<file path="src/pkg/floppy_read_map.svh">
// offsets, field positions and timing counts
// assumes a 50 MHz core clock
`ifndef FLOPPY_READ_MAP_SVH
`define FLOPPY_READ_MAP_SVH
// opcodes in the low five bits of the first byte
`define OP_READ_DATA 5'h06
`define OP_READ_DELETED 5'h0C
`define OP_SENSE_DRIVE 5'h04
// flag positions in the first byte; head select sits in the select byte
`define BIT_MULTI_TRACK 7
`define BIT_DOUBLE_DENSITY 6
`define BIT_DELETED_BYPASS 5
`define BIT_HEAD_SELECT 2
// command lengths and parameter slots
`define CMD_LEN_READ 4'h9
`define CMD_LEN_SENSE 4'h2
`define RES_LEN_READ 3'h7
`define IDX_SELECT 4'h1
`define IDX_CYL 4'h2
`define IDX_HEAD 4'h3
`define IDX_SECTOR 4'h4
`define IDX_SIZE 4'h5
`define IDX_FINAL 4'h6
// status fields
`define STATUS_TWO_CONTROL_MARK 6
`define STATUS_THREE_TRACK_ZERO 4
// timing
`define CLK_MHZ 50
`define STEP_UNIT_US 500
`define STEP_UNIT_CYCLES (`STEP_UNIT_US * `CLK_MHZ)
`define STEP_UNITS_FULL 5'h10
`define POLL_PERIOD_US 1000
`define POLL_CYCLES (`POLL_PERIOD_US * `CLK_MHZ)
`define WG_DELAY_US 2
`define WG_DELAY_CYCLES (`WG_DELAY_US * `CLK_MHZ)
`endif

</file>
<file path="src/pkg/floppy_read_pkg.sv">
// types shared by the read-command block and its helpers
// assumes floppy_read_map.svh for all numbers
package floppy_read_pkg;
  // command phases
  typedef enum logic [1:0] {PH_IDLE, PH_CMD, PH_EXEC, PH_RESULT} phase_t;
  // one byte as the drive side presents it
  typedef struct packed {
    logic deleted; // sector carries a deleted data mark
    logic last; // last byte of the sector
    logic [7:0] data;
  } drive_byte_t;
endpackage

</file>
<file path="src/rtl/two_entry_buffer.sv">
// two-entry valid/ready buffer in the read data path
// assumes one clock; output word comes straight from a flop
`timescale 1ns/1ps
module two_entry_buffer #(
  parameter int WIDTH = 8
) (
  // clock and reset
  input wire logic core_clk,
  input wire logic rst,
  // filling side
  input wire logic in_valid,
  input wire logic [WIDTH-1:0] in_data,
  output logic in_ready,
  // draining side
  output logic out_valid,
  output logic [WIDTH-1:0] out_data,
  input wire logic out_ready
);
  initial begin
    if (WIDTH < 1) $error("width must be positive");
  end
  logic [WIDTH-1:0] head_q, head_d, tail_q, tail_d; // head is the oldest word
  logic [1:0] cnt_q, cnt_d;
  logic push, pop;
  assign push = in_valid && in_ready;
  assign pop = out_valid && out_ready;
  assign in_ready = (cnt_q != 2'h2); // full stalls the source
  assign out_valid = (cnt_q != 2'h0);
  assign out_data = head_q;
  // next contents
  always_comb begin
    head_d = head_q;
    tail_d = tail_q;
    cnt_d = cnt_q;
    if (push && pop) begin
      if (cnt_q == 2'h1) head_d = in_data;
      else begin
        head_d = tail_q;
        tail_d = in_data;
      end
    end else if (push) begin
      if (cnt_q == 2'h0) head_d = in_data;
      else tail_d = in_data;
      cnt_d = cnt_q + 2'h1;
    end else if (pop) begin
      head_d = tail_q;
      cnt_d = cnt_q - 2'h1;
    end
  end
  // registers
  always_ff @(posedge core_clk or posedge rst) begin
    if (rst) begin
      head_q <= '0;
      tail_q <= '0;
      cnt_q <= 2'h0;
    end else begin
      head_q <= head_d;
      tail_q <= tail_d;
      cnt_q <= cnt_d;
    end
  end
endmodule // two_entry_buffer

</file>
<file path="src/rtl/step_timer.sv">
// step interval timer: fires once after (16 - code) half-millisecond units
// assumes start is a one-cycle pulse from the same clock
`timescale 1ns/1ps
`include "floppy_read_map.svh"
module step_timer #(
  parameter int UNIT_CYCLES = `STEP_UNIT_CYCLES
) (
  // clock and reset
  input wire logic core_clk,
  input wire logic rst,
  // control
  input wire logic start,
  input wire logic [3:0] code,
  output logic fire
);
  initial begin
    if (UNIT_CYCLES < 1) $error("unit must be at least one cycle");
  end
  logic [31:0] div_q, div_d; // half-millisecond divider
  logic [4:0] units_q, units_d;
  logic run_q, run_d;
  logic unit_en;
  assign unit_en = run_q && (div_q == 32'(UNIT_CYCLES - 1));
  // fire straight from the counters: the caller can restart on the expiry cycle,
  // so back-to-back intervals carry no extra register cycles
  assign fire = unit_en && (units_q == 5'h1);
  // next state: code 0 is the longest interval, 15 the shortest
  always_comb begin
    div_d = div_q;
    units_d = units_q;
    run_d = run_q;
    if (start) begin
      run_d = 1'b1;
      div_d = 32'h0;
      units_d = `STEP_UNITS_FULL - {1'b0, code};
    end else if (run_q) begin
      div_d = unit_en ? 32'h0 : div_q + 32'h1;
      if (unit_en) begin
        units_d = units_q - 5'h1;
        if (units_q == 5'h1) begin
          run_d = 1'b0;
        end
      end
    end
  end
  // registers
  always_ff @(posedge core_clk or posedge rst) begin
    if (rst) begin
      div_q <= 32'h0;
      units_q <= 5'h0;
      run_q <= 1'b0;
    end else begin
      div_q <= div_d;
      units_q <= units_d;
      run_q <= run_d;
    end
  end
endmodule // step_timer

</file>
<file path="src/rtl/floppy_read_cmd.sv">
// read data command interpreter: command, execution and result phases
// assumes host strobes on core_clk; drive pins are asynchronous
// How it works
// - nine command bytes: flags, select, then parameters
// - last command byte starts sector data execution
// - result begins with status zero, one, two
// - then cylinder, head, sector, size: seven reads
// - present cylinder latched when sense interrupt completes
// - polling disable bit stops the polling tick
// - eight-bit precompensation start track, any value
// - transfer starts at given sector, then increments
// - relative seek offsets the current head position
// - skip on read drops deleted-mark sectors
// - skip on read deleted takes only deleted
// - skip clear reads every sector unchanged
// - step interval 0.5 to 8 ms steps
// - four status registers, read only in result
// - write gate timing shifts write enable
// - non-dma interrupts per byte, else dma request
`timescale 1ns/1ps
`include "floppy_read_map.svh"
module floppy_read_cmd #(
  parameter int STEP_UNIT = `STEP_UNIT_CYCLES,
  parameter int POLL_PERIOD = `POLL_CYCLES
) (
  // clock and reset
  input wire logic core_clk,
  input wire logic rst,
  // host command and result bytes
  input wire logic cmd_valid,
  input wire logic [7:0] cmd_data,
  output logic cmd_ready,
  input wire logic res_rd,
  output logic [7:0] res_data,
  output logic res_valid,
  // sector data toward the system
  output logic [7:0] data_out,
  output logic dma_req,
  output logic host_irq,
  input wire logic data_ack,
  // drive read pins
  input wire logic drv_strobe,
  input wire logic [7:0] drv_data,
  input wire logic drv_deleted,
  input wire logic drv_last,
  output logic drv_hold,
  // configuration
  input wire logic non_dma_flag,
  input wire logic poll_disable,
  input wire logic [7:0] precomp_start_track,
  input wire logic [7:0] sectors_per_track,
  input wire logic count_mode,
  input wire logic [3:0] step_interval,
  input wire logic write_gate_timing,
  // seek and drive control
  input wire logic seek_go,
  input wire logic [7:0] relative_cylinder,
  input wire logic seek_outward,
  input wire logic sense_int_done,
  input wire logic wr_req,
  output logic [7:0] present_cylinder,
  output logic step,
  output logic step_dir,
  output logic precomp_on,
  output logic poll_tick,
  output logic wr_enable
);
  initial begin
    if (POLL_PERIOD < 1) $error("poll period must be at least one cycle");
  end
  // ----------------------------------------
  // drive pin synchronisers
  // ----------------------------------------
  floppy_read_pkg::drive_byte_t sync1_q, sync2_q; // sync1 feeds only sync2
  logic [1:0] strobe_sync_q;
  logic strobe_old_q;
  logic drv_take;
  always_ff @(posedge core_clk or posedge rst) begin
    if (rst) begin
      sync1_q <= '0;
      sync2_q <= '0;
      strobe_sync_q <= 2'h0;
      strobe_old_q <= 1'b0;
    end else begin
      sync1_q <= '{deleted: drv_deleted, last: drv_last, data: drv_data};
      sync2_q <= sync1_q;
      strobe_sync_q <= {strobe_sync_q[0], drv_strobe};
      strobe_old_q <= strobe_sync_q[1];
    end
  end
  // rising edge of the strobe marks a new byte; data settled two cycles earlier
  assign drv_take = strobe_sync_q[1] && !strobe_old_q;
  // ----------------------------------------
  // command / result sequencer
  // ----------------------------------------
  floppy_read_pkg::phase_t phase_q, phase_d;
  logic [7:0] params_q [0:8]; // command bytes by position
  logic [3:0] idx_q, idx_d, len_q, len_d;
  logic [7:0] sector_q, sector_d, done_cnt_q, done_cnt_d;
  logic [7:0] status_zero_q, status_zero_d, status_one_q;
  logic [7:0] status_two_q, status_two_d, status_three_q, status_three_d;
  logic [7:0] res_data_d;
  logic res_valid_d, cmd_ready_d, mark_seen_q, mark_seen_d;
  logic cmd_take, res_take, skip_sector, read_del, buf_in_ready, buf_push;
  logic [7:0] head_pos_q, head_pos_d;
  assign cmd_take = cmd_valid && cmd_ready;
  assign res_take = res_rd && res_valid;
  assign read_del = (params_q[0][4:0] == `OP_READ_DELETED);
  // skip decision per sector: mode decides which mark is dropped
  always_comb begin
    skip_sector = 1'b0;
    if (params_q[0][`BIT_DELETED_BYPASS]) begin
      if (read_del) skip_sector = !sync2_q.deleted;
      else skip_sector = sync2_q.deleted;
    end
  end
  assign buf_push = (phase_q == floppy_read_pkg::PH_EXEC) && drv_take && !skip_sector;
  // result byte by position; status three answers the drive-status query
  function automatic logic [7:0] result_byte(input logic [3:0] i, input logic [7:0] s0,
                                             input logic [7:0] s2, input logic sense);
    if (sense) result_byte = status_three_q;
    else if (i == 4'h0) result_byte = s0;
    else if (i == 4'h1) result_byte = status_one_q;
    else if (i == 4'h2) result_byte = s2;
    else if (i == 4'h3) result_byte = params_q[`IDX_CYL];
    else if (i == 4'h4) result_byte = params_q[`IDX_HEAD];
    else if (i == 4'h5) result_byte = sector_q;
    else result_byte = params_q[`IDX_SIZE];
  endfunction
  // next phase, counters and status
  always_comb begin
    phase_d = phase_q;
    idx_d = idx_q;
    len_d = len_q;
    sector_d = sector_q;
    done_cnt_d = done_cnt_q;
    status_zero_d = status_zero_q;
    status_two_d = status_two_q;
    status_three_d = status_three_q;
    mark_seen_d = mark_seen_q;
    res_valid_d = res_valid;
    res_data_d = res_data;
    case (phase_q)
      floppy_read_pkg::PH_IDLE: begin
        if (cmd_take) begin
          idx_d = 4'h1;
          if (cmd_data[4:0] == `OP_READ_DATA || cmd_data[4:0] == `OP_READ_DELETED) begin
            len_d = `CMD_LEN_READ;
            phase_d = floppy_read_pkg::PH_CMD;
          end else if (cmd_data[4:0] == `OP_SENSE_DRIVE) begin
            len_d = `CMD_LEN_SENSE;
            phase_d = floppy_read_pkg::PH_CMD;
          end
        end
      end
      floppy_read_pkg::PH_CMD: begin
        if (cmd_take) begin
          idx_d = idx_q + 4'h1;
          if (idx_q == len_q - 4'h1) begin
            idx_d = 4'h0;
            if (len_q == `CMD_LEN_SENSE) begin
              status_three_d = {3'h0, head_pos_q == 8'h0, 1'b0, cmd_data[2:0]};
              res_data_d = {3'h0, head_pos_q == 8'h0, 1'b0, cmd_data[2:0]};
              res_valid_d = 1'b1;
              phase_d = floppy_read_pkg::PH_RESULT;
            end else begin
              sector_d = params_q[`IDX_SECTOR];
              done_cnt_d = 8'h0;
              mark_seen_d = 1'b0;
              phase_d = floppy_read_pkg::PH_EXEC;
            end
          end
        end
      end
      floppy_read_pkg::PH_EXEC: begin
        if (drv_take && sync2_q.deleted && !skip_sector) mark_seen_d = 1'b1;
        if (drv_take && sync2_q.last && (buf_push || skip_sector)) begin
          sector_d = sector_q + 8'h1;
          done_cnt_d = done_cnt_q + 8'h1;
          // count mode ends on sectors per track, else on the final sector
          if (count_mode ? (done_cnt_q + 8'h1 == sectors_per_track)
                         : (sector_q == params_q[`IDX_FINAL])) begin
            status_zero_d = {5'h0, params_q[`IDX_SELECT][2:0]};
            status_two_d = {1'b0, mark_seen_d != read_del, 6'h0};
            res_data_d = result_byte(4'h0, {5'h0, params_q[`IDX_SELECT][2:0]},
                                     {1'b0, mark_seen_d != read_del, 6'h0}, 1'b0);
            res_valid_d = 1'b1;
            phase_d = floppy_read_pkg::PH_RESULT;
          end
        end
      end
      floppy_read_pkg::PH_RESULT: begin
        if (res_take) begin
          idx_d = idx_q + 4'h1;
          res_data_d = result_byte(idx_q + 4'h1, status_zero_q, status_two_q, 1'b0);
          if (len_q == `CMD_LEN_SENSE || idx_q == 4'(`RES_LEN_READ - 3'h1)) begin
            idx_d = 4'h0;
            res_valid_d = 1'b0;
            res_data_d = 8'h0;
            phase_d = floppy_read_pkg::PH_IDLE;
          end
        end
      end
      default: phase_d = floppy_read_pkg::PH_IDLE;
    endcase
    // command bytes only in idle or command phase
    cmd_ready_d = (phase_d == floppy_read_pkg::PH_IDLE) || (phase_d == floppy_read_pkg::PH_CMD);
  end
  // sequencer registers
  always_ff @(posedge core_clk or posedge rst) begin
    if (rst) begin
      phase_q <= floppy_read_pkg::PH_IDLE;
      for (int i = 0; i < 9; i++) params_q[i] <= 8'h0;
      idx_q <= 4'h0;
      len_q <= 4'h0;
      sector_q <= 8'h0;
      done_cnt_q <= 8'h0;
      status_zero_q <= 8'h0;
      status_one_q <= 8'h0;
      status_two_q <= 8'h0;
      status_three_q <= 8'h0;
      mark_seen_q <= 1'b0;
      res_data <= 8'h0;
      res_valid <= 1'b0;
      cmd_ready <= 1'b1;
    end else begin
      if (cmd_take) params_q[(phase_q == floppy_read_pkg::PH_IDLE) ? 4'h0 : idx_q] <= cmd_data;
      phase_q <= phase_d;
      idx_q <= idx_d;
      len_q <= len_d;
      sector_q <= sector_d;
      done_cnt_q <= done_cnt_d;
      status_zero_q <= status_zero_d;
      status_one_q <= 8'h0; // no end-of-cylinder or crc faults are modelled
      status_two_q <= status_two_d;
      status_three_q <= status_three_d;
      mark_seen_q <= mark_seen_d;
      res_data <= res_data_d;
      res_valid <= res_valid_d;
      cmd_ready <= cmd_ready_d;
    end
  end
  // ----------------------------------------
  // data path toward the system
  // ----------------------------------------
  logic buf_out_valid, pop_ok;
  logic [7:0] buf_out_data;
  assign pop_ok = data_ack && (dma_req || host_irq);
  two_entry_buffer #(.WIDTH(8)) i_two_entry_buffer (
    .core_clk(core_clk),
    .rst(rst),
    .in_valid(buf_push),
    .in_data(sync2_q.data),
    .in_ready(buf_in_ready),
    .out_valid(buf_out_valid),
    .out_data(buf_out_data),
    .out_ready(pop_ok)
  );
  // request lines follow buffer occupancy; mode picks irq or dma
  always_ff @(posedge core_clk or posedge rst) begin
    if (rst) begin
      dma_req <= 1'b0;
      host_irq <= 1'b0;
      drv_hold <= 1'b0;
      data_out <= 8'h0;
    end else begin
      host_irq <= buf_out_valid && !pop_ok && non_dma_flag;
      dma_req <= buf_out_valid && !pop_ok && !non_dma_flag;
      drv_hold <= !buf_in_ready; // back-pressure toward the drive
      data_out <= buf_out_data;
    end
  end
  // ----------------------------------------
  // head position, stepping, polling, write gate
  // ----------------------------------------
  logic [7:0] target_q, target_d, cyl_report_d;
  logic step_fire, step_start, dir_d, step_d, precomp_d, poll_d, wr_en_d;
  logic [31:0] poll_cnt_q, poll_cnt_d, wg_cnt_q, wg_cnt_d;
  // restart on the expiry cycle itself so successive steps keep the exact interval
  assign step_start = seek_go || (step_fire && head_pos_d != target_q);
  step_timer #(.UNIT_CYCLES(STEP_UNIT)) i_step_timer (
    .core_clk(core_clk),
    .rst(rst),
    .start(step_start),
    .code(step_interval),
    .fire(step_fire)
  );
  // next head state
  always_comb begin
    target_d = target_q;
    head_pos_d = head_pos_q;
    dir_d = step_dir;
    step_d = 1'b0;
    cyl_report_d = present_cylinder;
    if (seek_go) begin
      target_d = seek_outward ? head_pos_q - relative_cylinder
                              : head_pos_q + relative_cylinder;
      dir_d = !seek_outward;
    end else if (step_fire && head_pos_q != target_q) begin
      step_d = 1'b1;
      head_pos_d = step_dir ? head_pos_q + 8'h1 : head_pos_q - 8'h1;
    end
    if (sense_int_done) cyl_report_d = head_pos_q;
    precomp_d = (head_pos_q >= precomp_start_track);
    poll_cnt_d = (poll_cnt_q == 32'(POLL_PERIOD - 1)) ? 32'h0 : poll_cnt_q + 32'h1;
    poll_d = !poll_disable && (poll_cnt_q == 32'(POLL_PERIOD - 1));
    // wait before enabling unless pre-erase timing is selected
    wg_cnt_d = wr_req ? ((wg_cnt_q == 32'(`WG_DELAY_CYCLES)) ? wg_cnt_q : wg_cnt_q + 32'h1)
                      : 32'h0;
    wr_en_d = wr_req && (write_gate_timing || wg_cnt_q == 32'(`WG_DELAY_CYCLES));
  end
  // head registers
  always_ff @(posedge core_clk or posedge rst) begin
    if (rst) begin
      target_q <= 8'h0;
      head_pos_q <= 8'h0;
      step_dir <= 1'b0;
      step <= 1'b0;
      present_cylinder <= 8'h0;
      precomp_on <= 1'b0;
      poll_cnt_q <= 32'h0;
      poll_tick <= 1'b0;
      wg_cnt_q <= 32'h0;
      wr_enable <= 1'b0;
    end else begin
      target_q <= target_d;
      head_pos_q <= head_pos_d;
      step_dir <= dir_d;
      step <= step_d;
      present_cylinder <= cyl_report_d;
      precomp_on <= precomp_d;
      poll_cnt_q <= poll_cnt_d;
      poll_tick <= poll_d;
      wg_cnt_q <= wg_cnt_d;
      wr_enable <= wr_en_d;
    end
  end
endmodule // floppy_read_cmd

</file>
<file path="config.mk">
export PLATFORM = sky130hd
export DESIGN_NAME = floppy_read_cmd
export DESIGN_NICKNAME = d
export VERILOG_FILES = /design/src/pkg/floppy_read_pkg.sv /design/src/rtl/two_entry_buffer.sv /design/src/rtl/step_timer.sv /design/src/rtl/floppy_read_cmd.sv
export VERILOG_INCLUDE_DIRS = /design/src /design/src/pkg
export SDC_FILE = /design/constraint.sdc
export NUM_CORES = 1
export LEC_CHECK = 0
export ABC_AREA = 1
export BUFFER_PORTS_ARGS = -buffer_cell sky130_fd_sc_hd__buf_4
export CAP_MARGIN = 40
export CORE_MARGIN = 3
export CORE_UTILIZATION = 43
export CTS_BUF_LIST = sky130_fd_sc_hd__clkbuf_4
export DETAILED_ROUTE_END_ITERATION = 16
export GPL_TIMING_DRIVEN = 0
export SKIP_LAST_GASP = 1
export SYNTH_ARGS = -nofsm -noshare
export SYNTH_HDL_FRONTEND = slang
export SYNTH_SLANG_ARGS = --single-unit
</file>
<file path="constraint.sdc">
create_clock -name core_clk -period 24.3 [get_ports core_clk]
set_input_delay 6.075 -clock core_clk [delete_from_list [all_inputs] [get_ports core_clk]]
set_output_delay 6.075 -clock core_clk [all_outputs]
set_load 0.01 [all_outputs]
</file>
# ---- Word-level counts from Yosys, hierarchy flattened
# Cells that the tools add are included.
dict set report word_totals {
  input_bits 60
  reg_bits 296
  out_inout_bits 34
}
dict set report op_classes {
  bitwise 2
  muxes 94
  n_lt_le_gt_ge 3
  n_reduce_logical 64
  n_addsub 15
  n_eq_ne 40
}
# cell n
set ops {}
lappend ops {{$mux W8} 35}
lappend ops {{$mux W32} 6}
lappend ops {{$add A32 B1 Y32 const B} 3}
lappend ops {{$bwmux W72} 1}
lappend ops {{$demux W8 S4} 1}
lappend ops {{$eq A32 B15 Y1 const B} 1}
lappend ops {{$eq A32 B16 Y1 const B} 1}
lappend ops {{$eq A32 B7 Y1 const B} 1}
lappend ops {{$mux W4} 8}
lappend ops {{$pmux W8 S2} 2}
lappend ops {{$add A8 B1 Y8 const B} 3}
lappend ops {{$pmux W8 S3} 1}
lappend ops {{$logic_and A1 B1 Y1} 23}
lappend ops {{$mux W1} 22}
lappend ops {{$mux W2} 11}
lappend ops {{$ne A2 B2 Y1 const B} 10}
lappend ops {{$eq A8 B8 Y1} 2}
lappend ops {{$ne A8 B8 Y1} 2}
lappend ops {{$mux W5} 3}
lappend ops {{$reduce_bool A2 Y1} 7}
lappend ops {{$eq A4 B2 Y1 const B} 3}
lappend ops {{$eq A4 B3 Y1 const B} 3}
lappend ops {{$pmux W4 S3} 1}
lappend ops {{$eq A5 B3 Y1 const B} 2}
lappend ops {{38 further kinds} 66}

# ---- Longest topological paths before layout
# Gate-level depths: netlist (run 1).
dict set report depth {
  depth_word 11
  mapped_depth 19
}

# ---- Hierarchy
# From an unflattened synthesis (run 1), not the netlist that was laid out.
dict set report hier_totals {
  hier_cells 2080
  hier_area_um2 15755.1
}
# module cells_per_inst instances area_each_um2
set modules_own_cells {}
lappend modules_own_cells {floppy_read_cmd 1488 1 11821.3}
lappend modules_own_cells {step_timer 425 1 2715.1}
lappend modules_own_cells {two_entry_buffer 167 1 1218.7}

# ---- Worst setup path before layout (run 1)
# Ideal clock, no wire load.
dict set report synth_timing {
  path_kind {input to register}
  from {in relative_cylinder[0]}
  to {reg target_q[7]}
  arrival_ps 7911
  t_required_ps 24165
  setup_slack_ps 16254
  path_stages 15
  path_cell_list {inv_1 > ha_1 > o21ai_0 > ha_1 > nand2_1 > nor2_1 > a211oi_1 > nor2_1 > nor2_1 > o21bai_1 > nand2_1 > nand2_1 > a21oi_1 > xor2_1 > o21ai_0}
}
dict set report synth_via {
  elab_chain_len 2
  elab_cells_between_ends 3
}
# item line
set synth_rtl {}
lappend synth_rtl {{start, declared} floppy_read_cmd.sv:57} ;# input wire logic [7:0] relative_cylinder,
lappend synth_rtl {{$add A8 B8 Y8 or $sub A8 B8 Y8 (tied branches)} {floppy_read_cmd.sv:297, floppy_read_cmd.sv:296}}
lappend synth_rtl {{$mux W8 *} floppy_read_cmd.sv:296} ;# target_d = seek_outward ? head_pos_q - relative_cylinder
lappend synth_rtl {{end signal, assigned} floppy_read_cmd.sv:326} ;# target_q <= target_d;
lappend synth_rtl {{end, declared} floppy_read_cmd.sv:276} ;# logic [7:0] target_q, target_d, cyl_report_d;
# Mark *: on every way between the ends. The rest lies on a longest branch, timed or not.
# A chain may end at the register's enable or synchronous reset.

# ---- Worst setup path after layout (run 1)
# Ends and elaborated chain as after synthesis.

==> summary.txt, run 1 <==
Run status
  • Status: completed

Detailed routing
  • Avg WL per Cell: 14.2 um
  • DR vias/cell: 5.04
  • Final wirelength: 35300 um
  • Routed Antenna Nets: 0
  • Initial DRC Count: 711
  • # DRC: 0
  • Via count: 12500
  • Pre-antenna DRT Iters: 5

Timing
  • Achievable Freq: 0.128 GHz
  • Sum Neg Setup Slack: 0 ns
  • Max-slew violation count: 0
  • Setup ws final: 16.48 ns
  • Worst Clk Skew: 0.0436 ns
  • Min Tclk post-route: 7.82 ns
  • # setup viols final: 0
  • Slew @ Worst Pin: 0.676 ns
  • Hold Violations, Final: 0
  • Final cycle utilization of the critical path: 32.2%
  • Rel. slew slack: 54.8%
  • RSZ-0062 raised after global routing: false

Cells and area
  • Proportion of layout cells with a drive suffix above 1: 13.8%
  • Final core occ: 51.1%
  • Final layout net count: 2095
  • Most frequent cells in the layout: 369 x nand2_1, 270 x dfrtp_1, 265 x inv_1, 171 x o21ai_0, 162 x nor2_1
  • Register Area: 6780 um^2
  • Area grow syn2layout: 15.7%
  • Fillers: 3209
  • Most common cell after layout, fill and taps aside: nand2_1
  • Multi-input logic area: 6620 um^2

Synthesis
  • Synth Register Bits: 271
  • Dominant synthesized flop cell: dfrtp_1
  • Synthesized Nets: 1920
  • Ys Warns: 0
  • Syn Inst Count: 1815
  • Distinct cells, synth: 54
  • Async S/R FF share, synth: 100%
  • Mapped Avg Cell Area: 8.01 um^2
  • Post-Syn Area: 14500 um^2
  • Sequential share of the synthesized area: 46.6%
  • EDFF count, synth: 0

Critical path
  • Critical Path RT: 24.84 ns
  • Cell family with most CP delay: compound AO/OA/AOI/OAI gates
  • Max stage delay on crit path: 0.36 ns
  • Critical path class: in -> reg
  • FF-to-FF Start: phase_q[1]
  • Critical path endpoint category: register
  • Setup crit start kind: input pin
  • Worst-path fanout max: 3
  • CP Data Arrival Time: 8.36 ns
  • Slowest cell on the critical path: o21ai_0
  • Crit path buf inv count: 2
  • CP startpoint: relative_cylinder[0]
  • Cell Chain, Critical Path: buf_4 -> inv_1 -> ha_1 -> o21ai_0 -> ha_1 -> nand2_1 -> nor2_1 -> a211oi_1 -> nor2_1 -> nor2_1 -> o21bai_1 -> nand2_1 -> nand2_1 -> a21oi_1 -> xor2_1 -> o21ai_0

Floorplan
  • Die height: 190 um
  • Rows: 66
  • IO Pins: 94
  • Initial core utilization: 44.1%
  • Chip width: 190 um
  • DIE AREA: 36100 um^2
  • CORE AREA: 32900 um^2

Clock network
  • # resized after CTS: 0
  • Clock buffer depth: 3
  • Post-CTS Hold Buffers: 0
  • Worst-path clk slew: 0.06 ns
  • CTS buffer count: 79
  • CTS tree: built
  • Clock sinks: 271
  • Clk_lat worst skew: 0.72 ns
  • Post-CTS Setup Inserts: 0
  • Root Driver: clkbuf_4
  • Total number of H-tree levels: 3

Power
  • PD cells: 56.5 nW/um^2
  • P_sw: 0.235 mW
  • Leakage power: 8.11 nW
  • Internal power: 0.716 mW
  • Sw Ratio: 24.7%
  • VDD IR max: 0.0000330 V
  • Part of the power in the clock network: 44.8%
  • Comb power frac: 6.4%
  • Sequential share of power: 48.8%

Worst hold path
  • Min-Delay Path Class: reg -> reg
  • Hold_sp: sync1_q[8]

Placement
  • Setup WS pre-CTS: 15.78 ns
  • Port bufs: 92
  • GPL Wtd Cong: 0.881
  • DP Wirelength: 25700 um

Job
  • Max-capacitance violation count: 0

Global route
  • Largest net degree at the start of global routing: 119
  • GRT Total Usage: 20.0%
  • Initial antenna violation count: 1
  • Gr ovfl total: 0
  • Global-route wire length before repair: 59600 um
  • Vias in the first global route: 12400
[routing by layer]
layer	up-vias	wire [um]	global-route usage [%]	share of wire (%)
met1	5830	16300	26.6	46
met5	-	0	0	0
met4	0	745	6.26	2.1
met2	249	16600	32.7	47
met3	66	1640	4.42	4.7
li1	6355	-	-	-
[final cells by class]
| class | count | area share [%] |
|---|---|---|
| sequential | 271 | 40.3 |
| multi-input combinational | 1242 | 39.3 |
| inverter | 270 | 6.07 |
| clock buffer | 114 | 5.09 |
| timing repair buffer | 94 | 4.43 |
| tap | 442 | 3.29 |
| buffer | 32 | 0.773 |
| clock inverter | 15 | 0.706 |
| antenna | 1 | 0.0149 |
[through the flow]
step / instance area [um^2] / total power, mW / hold slack [ns] / instances
6_report: 16800 / 0.951 / 0.348 / 2481
5_1_grt: 16800 / 1.00 / 0.347 / 2481
4_1_cts: 16800 / 0.970 / 0.349 / 2480
3_5_place_dp: 15800 / 0.534 / 0.337 / 2351
3_3_place_gp: 15800 / 0.532 / 0.337 / 2349
2_1_floorplan: 14500 / 0.510 / 0.331 / 1815
[power by group through the flow]
stage / combinational, mW / sequential (mW) / clock (mW)
6_report: 0.0610 / 0.464 / 0.426
5_1_grt: 0.0708 / 0.464 / 0.469
4_1_cts: 0.0626 / 0.464 / 0.443
3_5_place_dp: 0.0624 / 0.472 / 0
3_3_place_gp: 0.0600 / 0.472 / 0
2_1_floorplan: 0.0394 / 0.471 / 0
[sequential cells by signal (all words and copies together), names as in the netlist, 5 cells and up]
name and flops:
params_q 49, done_cnt_q 8, poll_cnt_q 32, sync2_q 10, i_two_entry_buffer.out_data 8, head_pos_q 8
res_data 8, data_out 8, i_step_timer.div_q 32, sync1_q 10, present_cylinder 8, wg_cnt_q 32
sector_q 8, i_two_entry_buffer.tail_q 8, i_step_timer.units_q 5, target_q 8
[synth_stat cells (22+ instances only)]
| cell | count | share of area [%] |
|---|---|---|
| ha_1 | 43 | 3.7 |
| clkbuf_1 | 22 | 0.57 |
| o22ai_1 | 31 | 1.3 |
| dfrtp_1 | 270 | 46 |
| nor2_1 | 162 | 4.2 |
| nor3_1 | 55 | 1.9 |
| inv_1 | 266 | 6.9 |
| o21ai_0 | 171 | 5.9 |
| nand2_1 | 369 | 9.5 |
| nand3_1 | 86 | 3.0 |
| nand4_1 | 34 | 1.5 |
| a21oi_1 | 69 | 2.4 |
| xor2_1 | 58 | 3.5 |
[kinds of logic (layout without fill, tap and decap cells)]
| family | after synthesis | count (layout) | share of synthesized area [%] |
|---|---|---|---|
| DFF | 271 | 271 | 46.6 |
| AOI/OAI and AO/OA | 334 | 334 | 12.8 |
| buffers and inverters | 302 | 525 | 7.86 |
| and+or+nand+nor | 789 | 789 | 24.3 |
| other | 0 | 1 | 0 |
| adders and majority gates | 45 | 45 | 3.98 |
| xor gates and xnor gates | 73 | 73 | 4.40 |
| muxes | 1 | 1 | 0.0688 |
[worst paths after layout]
| kind | slack, ns | to | cells past startpoint |
|---|---|---|---|
| setup reg to reg | 20.89 | i_two_entry_buffer.tail_q[2] | 12 |
| setup / recovery | 16.48 | target_q[7] | 16 |
| min in group asynchronous | 5.40 | i_step_timer.div_q[27] | 2 |
| hold / removal | 0.35 | sync2_q[8] | 0 |
| max in group asynchronous | 17.51 | wg_cnt_q[5] | 4 |
| hold reg to reg | 0.35 | sync2_q[8] | 0 |
No activity file was read; power rests on OpenSTA's default activity.
==> inputs of run 2 (changes only) <==
==> constraint.sdc (replaced) <==
create_clock -name core_clk -period 6.9 [get_ports core_clk]
set_input_delay 1.725 -clock core_clk [delete_from_list [all_inputs] [get_ports core_clk]]
set_output_delay 1.725 -clock core_clk [all_outputs]
set_load 0.01 [all_outputs]
==> run 2 against run 1 <==
Critical path type is now reg -> reg. Cell count rose by 0.52%. Clock skew is 0.012 ns higher. Largest power group unchanged. Non-clock buffer count grew 6. Clock power grew to 3.5 times the previous value. Largest cell class unchanged. Sequential share of layout area fell by 0.26 points. Global-route usage is 0.28 points higher. Utilization rose by 0.33 points. Combinational power increased to 3.6 times the previous value. Via count increased by 0.64%. Critical endpoint is now i_two_entry_buffer.tail_q[6].
==> summary.txt, run 2 (synthesis gave the netlist of run 1 again) <==
Detailed routing
  • Avg WL per Cell: 14.1 um (was 14.2 um)
  • Via count: 12600 (was 12500)
  • # DRC: 0 (unchanged)
  • DR vias/cell: 5.04 (about the same)
  • Initial DRC Count: 699 (was 711)
  • Pre-antenna DRT Iters: 5 (unchanged)
  • Final wirelength: 35200 um (was 35300 um)
  • Routed Antenna Nets: 0 (unchanged)

Timing
  • Worst Clk Skew: 0.0559 ns (was 0.0436 ns)
  • RSZ-0062 raised after global routing: false (unchanged)
  • Achievable Freq: 0.293 GHz
  • Hold Violations, Final: 0 (unchanged)
  • Sum Neg Setup Slack: 0 ns (unchanged)
  • Setup ws final: 3.48 ns (was 16.48 ns)
  • Max-slew violation count: 0 (unchanged)
  • Slew @ Worst Pin: 0.666 ns (was 0.676 ns)
  • Rel. slew slack: 55.2% (was 54.8%)
  • Min Tclk post-route: 3.42 ns
  • Final cycle utilization of the critical path: 49.5%
  • Hold_ws: 0.314 ns (was 0.348 ns)
  • # setup viols final: 0 (unchanged)

Floorplan
  • Rows: 66 (unchanged)
  • IO Pins: 94 (unchanged)
  • Die height: 190 um (unchanged)
  • CORE AREA: 32900 um^2 (unchanged)
  • DIE AREA: 36100 um^2 (unchanged)
  • Initial core utilization: 44.1% (unchanged)
  • Chip width: 190 um (unchanged)

Critical path
  • Crit path to: i_two_entry_buffer.tail_q[6] (was target_q[7])
  • Worst-case reg-to-reg path depth: 12 (unchanged)
  • CP startpoint: phase_q[1] (was relative_cylinder[0])
  • Setup crit start kind: register (was input pin)
  • Worst-path fanout max: 10 (was 3)
  • Reg-to-reg setup timing slack: 3.48 ns (was 20.89 ns)
  • FF-to-FF Start: phase_q[1] (unchanged)
  • RR Endpoint: i_two_entry_buffer.tail_q[6] (was i_two_entry_buffer.tail_q[2])
  • Critical path class: reg -> reg (was in -> reg)
  • Critical Path RT: 7.47 ns (was 24.84 ns)
  • CP Data Arrival Time: 3.98 ns (was 8.36 ns)
  • Critical path endpoint category: register (unchanged)

Clock network
  • Clock buffer depth: 3 (unchanged)
  • Post-CTS Setup Inserts: 0 (unchanged)
  • Clock sinks: 271 (unchanged)
  • Root Driver: clkbuf_4 (unchanged)
  • Worst-path clk slew: 0.06 ns (about the same)
  • CTS buffer count: 77 (was 79)
  • Clk_lat worst skew: 0.75 ns (was 0.72 ns)
  • # resized after CTS: 0 (unchanged)
  • CTS tree: built (unchanged)
  • Total number of H-tree levels: 3 (unchanged)
  • Post-CTS Hold Buffers: 0 (unchanged)

Cells and area
  • Most common cell after layout, fill and taps aside: nand2_1 (unchanged)
  • Proportion of layout cells with a drive suffix above 1: 13.8% (about the same)
  • Fillers: 3202 (was 3209)
  • Most frequent cells in the layout: 369 x nand2_1, 270 x dfrtp_1, 265 x inv_1, 171 x o21ai_0, 162 x nor2_1 (unchanged)
  • Finished Cell Area: 16900 um^2 (was 16800 um^2)
  • Largest register FFs: 49 (unchanged)
  • Final core occ: 51.4% (was 51.1%)
  • Post-route insts no fill: 2494 (was 2481)
  • Biggest register: params_q (unchanged)
  • Multi-input logic area: 6620 um^2 (unchanged)
  • Area grow syn2layout: 16.5% (was 15.7%)
  • Final layout net count: 2099 (was 2095)
  • Register Area: 6780 um^2 (unchanged)

Global route
  • Grt met3 use: 4.02% (was 4.42%)
  • Vias in the first global route: 12500 (was 12400)
  • Largest net degree at the start of global routing: 40 (was 119)
  • Busiest grt layer: met2 (unchanged)
  • Met2 usage: 32.5% (was 32.7%)
  • Gr ovfl total: 0 (unchanged)
  • Global-route track usage on met1: 27.4% (was 26.6%)
  • Initial antenna violation count: 2 (was 1)
  • GRT Total Usage: 20.3% (was 20.0%)
  • Global-route wire length before repair: 60300 um (was 59600 um)

Worst hold path
  • Min-Delay Path Class: reg -> reg (unchanged)

Placement
  • Placed Cells: 2357 (was 2351)
  • GPL Wtd Cong: 0.855 (was 0.881)
  • Port bufs: 92 (unchanged)
  • Setup WS pre-CTS: 2.72 ns (was 15.78 ns)
  • Placed Area: 15900 um^2 (was 15800 um^2)
  • DP Wirelength: 26100 um (was 25700 um)

Run status
  • Status: completed (unchanged)

Power
  • Comb power frac: 6.6% (was 6.4%)
  • Internal power: 2.51 mW (was 0.716 mW)
  • Leakage power: 8.15 nW (was 8.11 nW)
  • Sw Ratio: 25.2% (was 24.7%)
  • PD cells: 199 nW/um^2 (was 56.5 nW/um^2)
  • Sequential share of power: 48.5% (was 48.8%)
  • VDD IR max: 0.000124 V (was 0.0000330 V)
  • Tot Pwr: 3.36 mW (was 0.951 mW)
  • P_sw: 0.848 mW (was 0.235 mW)
  • Part of the power in the clock network: 44.8% (about the same)

Job
  • Max-capacitance violation count: 0 (unchanged)
run 2: routing by layer:
layer	routed length (um)	part of all wire, %
met1	16600	47
met2	16400	47
met3	1450	4.1
met4	786	2.2
met5	0	0
run 2: worst max-delay path: stages, from the launching register on:
cell and delay (ns):
dfrtp_1 0.40, inv_1 0.22, nor2_2 0.48, nand2_1 0.11
nor3_1 0.28, buf_2 0.29, buf_2 0.28, ha_1 0.17
buf_2 0.17, a21oi_1 0.08, o21ai_1 0.27, clkbuf_1 0.37
o21ai_0 0.14
run 2: worst min path at each step:
| stage | endpoint | slack (ns) | depth (start not counted) | from |
|---|---|---|---|---|
| floorplan | strobe_sync_q[1] | 0.33 | 0 | strobe_sync_q[0] |
| global placement | sync2_q[1] | 0.34 | 0 | sync1_q[1] |
| detailed placement | sync2_q[0] | 0.34 | 0 | sync1_q[0] |
| CTS | sync2_q[0] | 0.32 | 0 | sync1_q[0] |
| global route | sync2_q[0] | 0.34 | 0 | sync1_q[0] |
| finish | sync2_q[0] | 0.31 | 0 | sync1_q[0] |
run 2: layout make-up:
class / instances / area share [%]
tap: 442 / 3.27
clock inverter: 23 / 0.857
buffer: 32 / 0.768
timing repair buffer: 100 / 5.02
sequential: 271 / 40.1
antenna: 3 / 0.0443
multi-input combinational: 1242 / 39.1
clock buffer: 111 / 4.92
inverter: 270 / 6.01
run 2: power groups by stage:
stage / registers [mW] / logic [mW] / clock network (mW)
6_report: 1.63 / 0.222 / 1.51
5_1_grt: 1.63 / 0.258 / 1.66
2_1_floorplan: 1.66 / 0.139 / 0
3_3_place_gp: 1.66 / 0.212 / 0
4_1_cts: 1.63 / 0.228 / 1.57
3_5_place_dp: 1.66 / 0.226 / 0
==> inputs of run 3 (changes only) <==
==> constraint.sdc (replaced) <==
create_clock -name core_clk -period 3.4 [get_ports core_clk]
set_input_delay 0.85 -clock core_clk [delete_from_list [all_inputs] [get_ports core_clk]]
set_output_delay 0.85 -clock core_clk [all_outputs]
set_load 0.01 [all_outputs]
==> run 3 against run 2 <==
First-iteration DRC count grew 4.1%. Via count decreased by 0.15%. Worst hold slack worse by 0.23 ns. Non-clock buffer count did not move. Maximum frequency is 7.3% higher. Total power grew 100%. Setup slack lost 3.3 ns. Combinational power grew 100%. Global-route usage barely moved. Sequential share of layout area barely moved. Die area unchanged. Critical endpoint is now i_two_entry_buffer.out_data[6]. Highest routed layer unchanged.
==> summary.txt, run 3 (synthesis gave the netlist of run 1 again) <==
Timing
  • Max-slew violation count: 0 (unchanged)
  • Setup ws final: 0.217 ns (was 3.48 ns)
  • RSZ-0062 raised after global routing: false (unchanged)
  • Achievable Freq: 0.314 GHz (was 0.293 GHz)
  • # setup viols final: 0 (unchanged)
  • Min Tclk post-route: 3.18 ns (was 3.42 ns)
  • Rel. slew slack: 54.9% (was 55.2%)
  • Slew @ Worst Pin: 0.670 ns (was 0.666 ns)
  • Worst Clk Skew: 0.0577 ns (was 0.0559 ns)
  • Hold Violations, Final: 0 (unchanged)
  • Final cycle utilization of the critical path: 93.6% (was 49.5%)

Cells and area
  • Final core occ: 51.4% (about the same)
  • Largest register FFs: 49 (unchanged)
  • Final layout net count: 2099 (unchanged)
  • Post-route insts no fill: 2494 (unchanged)
  • Biggest register: params_q (unchanged)
  • Most frequent cells in the layout: 369 x nand2_1, 270 x dfrtp_1, 265 x inv_1, 171 x o21ai_0, 162 x nor2_1 (unchanged)
  • Proportion of layout cells with a drive suffix above 1: 13.9% (was 13.8%)
  • Area grow syn2layout: 16.5% (about the same)
  • Most common cell after layout, fill and taps aside: nand2_1 (unchanged)

Global route
  • GRT Total Usage: 20.3% (about the same)
  • Vias in the first global route: 12500 (about the same)
  • Gr ovfl total: 0 (unchanged)
  • Global-route wire length before repair: 60300 um (about the same)
  • Initial antenna violation count: 2 (unchanged)
  • Largest net degree at the start of global routing: 40 (unchanged)

Detailed routing
  • Routed Antenna Nets: 0 (unchanged)
  • Via count: 12600 (about the same)
  • Final wirelength: 35300 um (was 35200 um)
  • DR vias/cell: 5.04 (about the same)
  • Pre-antenna DRT Iters: 5 (unchanged)
  • Avg WL per Cell: 14.2 um (was 14.1 um)
  • # DRC: 0 (unchanged)
  • Initial DRC Count: 728 (was 699)

Critical path
  • CP Data Arrival Time: 3.78 ns (was 3.98 ns)
  • Setup crit start kind: register (unchanged)
  • FF-to-FF Start: phase_q[1] (unchanged)
  • Critical path endpoint category: register (unchanged)
  • CP most frequent cell: buf_2 (unchanged)
  • Reg-to-reg setup timing slack: 0.22 ns (was 3.48 ns)
  • Critical path class: reg -> reg (unchanged)
  • Critical Path RT: 3.99 ns (was 7.47 ns)
  • Worst-path fanout max: 10 (unchanged)
  • Worst-case reg-to-reg path depth: 12 (unchanged)
  • Slowest cell on the critical path: dfrtp_1 (was nor2_2)
  • RR Endpoint: i_two_entry_buffer.out_data[6] (was i_two_entry_buffer.tail_q[6])
  • Cell Chain, Critical Path: inv_1 -> nor2_4 -> nand2_1 -> nor3_1 -> buf_2 -> buf_2 -> ha_1 -> buf_2 -> clkbuf_2 -> a211oi_1 -> o21ai_0 -> o21ai_0 (was inv_1 -> nor2_2 -> nand2_1 -> nor3_1 -> buf_2 -> buf_2 -> ha_1 -> buf_2 -> a21oi_1 -> o21ai_1 -> clkbuf_1 -> o21ai_0)
  • Max stage delay on crit path: 0.41 ns (was 0.48 ns)

Worst hold path
  • Min-Delay Path Class: in -> async (was reg -> reg)

Floorplan
  • Die height: 190 um (unchanged)
  • Initial core utilization: 44.1% (unchanged)
  • CORE AREA: 32900 um^2 (unchanged)
  • Chip width: 190 um (unchanged)
  • Rows: 66 (unchanged)
  • IO Pins: 94 (unchanged)
  • DIE AREA: 36100 um^2 (unchanged)

Clock network
  • Clock sinks: 271 (unchanged)
  • CTS tree: built (unchanged)
  • Worst-path clk slew: 0.06 ns (about the same)
  • Post-CTS Hold Buffers: 0 (unchanged)
  • Root Driver: clkbuf_4 (unchanged)
  • CTS buffer count: 77 (unchanged)
  • Clock buffer depth: 3 (unchanged)
  • Clk_lat worst skew: 0.75 ns (about the same)
  • Total number of H-tree levels: 3 (unchanged)
  • Post-CTS Setup Inserts: 0 (unchanged)

Placement
  • GPL Wtd Cong: 0.855 (unchanged)
  • DP Wirelength: 26100 um (unchanged)
  • Placed Cells: 2357 (unchanged)
  • Setup WS pre-CTS: -0.00325 ns (was 2.72 ns)
  • Port bufs: 92 (unchanged)

Run status
  • Status: completed (unchanged)

Power
  • PD cells: 403 nW/um^2 (was 199 nW/um^2)
  • VDD IR max: 0.000253 V (was 0.000124 V)
  • Leakage power: 8.16 nW (was 8.15 nW)

Job
  • Max-capacitance violation count: 0 (unchanged)
-- run 3: cell counts in the layout (fill, tap and decap cells not counted) --
Identical to the previous run, type by type.
-- run 3: worst max path at each step --
| stage | slack (ns) | to | from |
|---|---|---|---|
| after CTS | 0.16 | i_two_entry_buffer.tail_q[6] | phase_q[1] |
| after global routing | 0.002 | i_two_entry_buffer.tail_q[4] | phase_q[1] |
| final | 0.22 | i_two_entry_buffer.out_data[6] | phase_q[1] |
| after floorplan | -1.03 | data_out[0] | rst |
| after global placement | -2.78 | wg_cnt_q[3] | rst |
| after detailed placement | -0.003 | i_two_entry_buffer.tail_q[1] | phase_q[1] |
-- run 3: metrics by stage --
step                cell area (um^2)   TNS, ns  power [mW]  hold WS, ns
detailed placement             15900  -0.00325        3.83        0.336
global route                   16900         0        7.21       0.0402
finish                         16900         0        6.83       0.0876
CTS                            16900         0        6.96       0.0131
floorplan                      14500   -278.35        3.65        0.331
global placement               15800   -747.84        3.80        0.337
-- run 3: metal layers --
metal | track usage (%) | wire length (um) | up-vias
li1 | - | - | 6367
met1 | 27.5 | 16600 | 5896
met2 | 32.5 | 16500 | 228
met3 | 4.02 | 1440 | 70
met4 | 7.14 | 788 | 0
met5 | 0 | 0 | -
-- run 3: power by group --
| group | total [mW] | switching [mW] | leakage, nW | internal [mW] |
|---|---|---|---|---|
| registers | 3.31 | 0.0381 | 3.42 | 3.27 |
| logic | 0.451 | 0.270 | 4.16 | 0.181 |
| clock network | 3.06 | 1.42 | 0.575 | 1.65 |
| total | 6.83 | 1.73 | 8.16 | 5.10 |
-- run 3: area by class of cell --
class | count | area [um^2]
clock buffer | 111 | 833
timing repair buffer | 100 | 851
clock inverter | 23 | 145
multi-input combinational | 1242 | 6620
inverter | 270 | 1020
fill | 3202 | 16000
antenna | 3 | 7.51
tap | 442 | 553
buffer | 32 | 133
sequential | 271 | 6780
-- run 3: repair_timing --
| item | in CTS | in global routing |
|---|---|---|
| gates cloned | 0 | 0 |
| gates resized for setup | 1 | 4 |
| setup endpoints to repair | 1 | 11 |
-- run 3: critical path, delay by kind of cell, from the launching register on --
family	cells	cell delay, ns
compound gates	3	0.56
flops	1	0.41
simple gates	3	0.70
fa+ha+maj	1	0.17
buf+inv	5	1.25
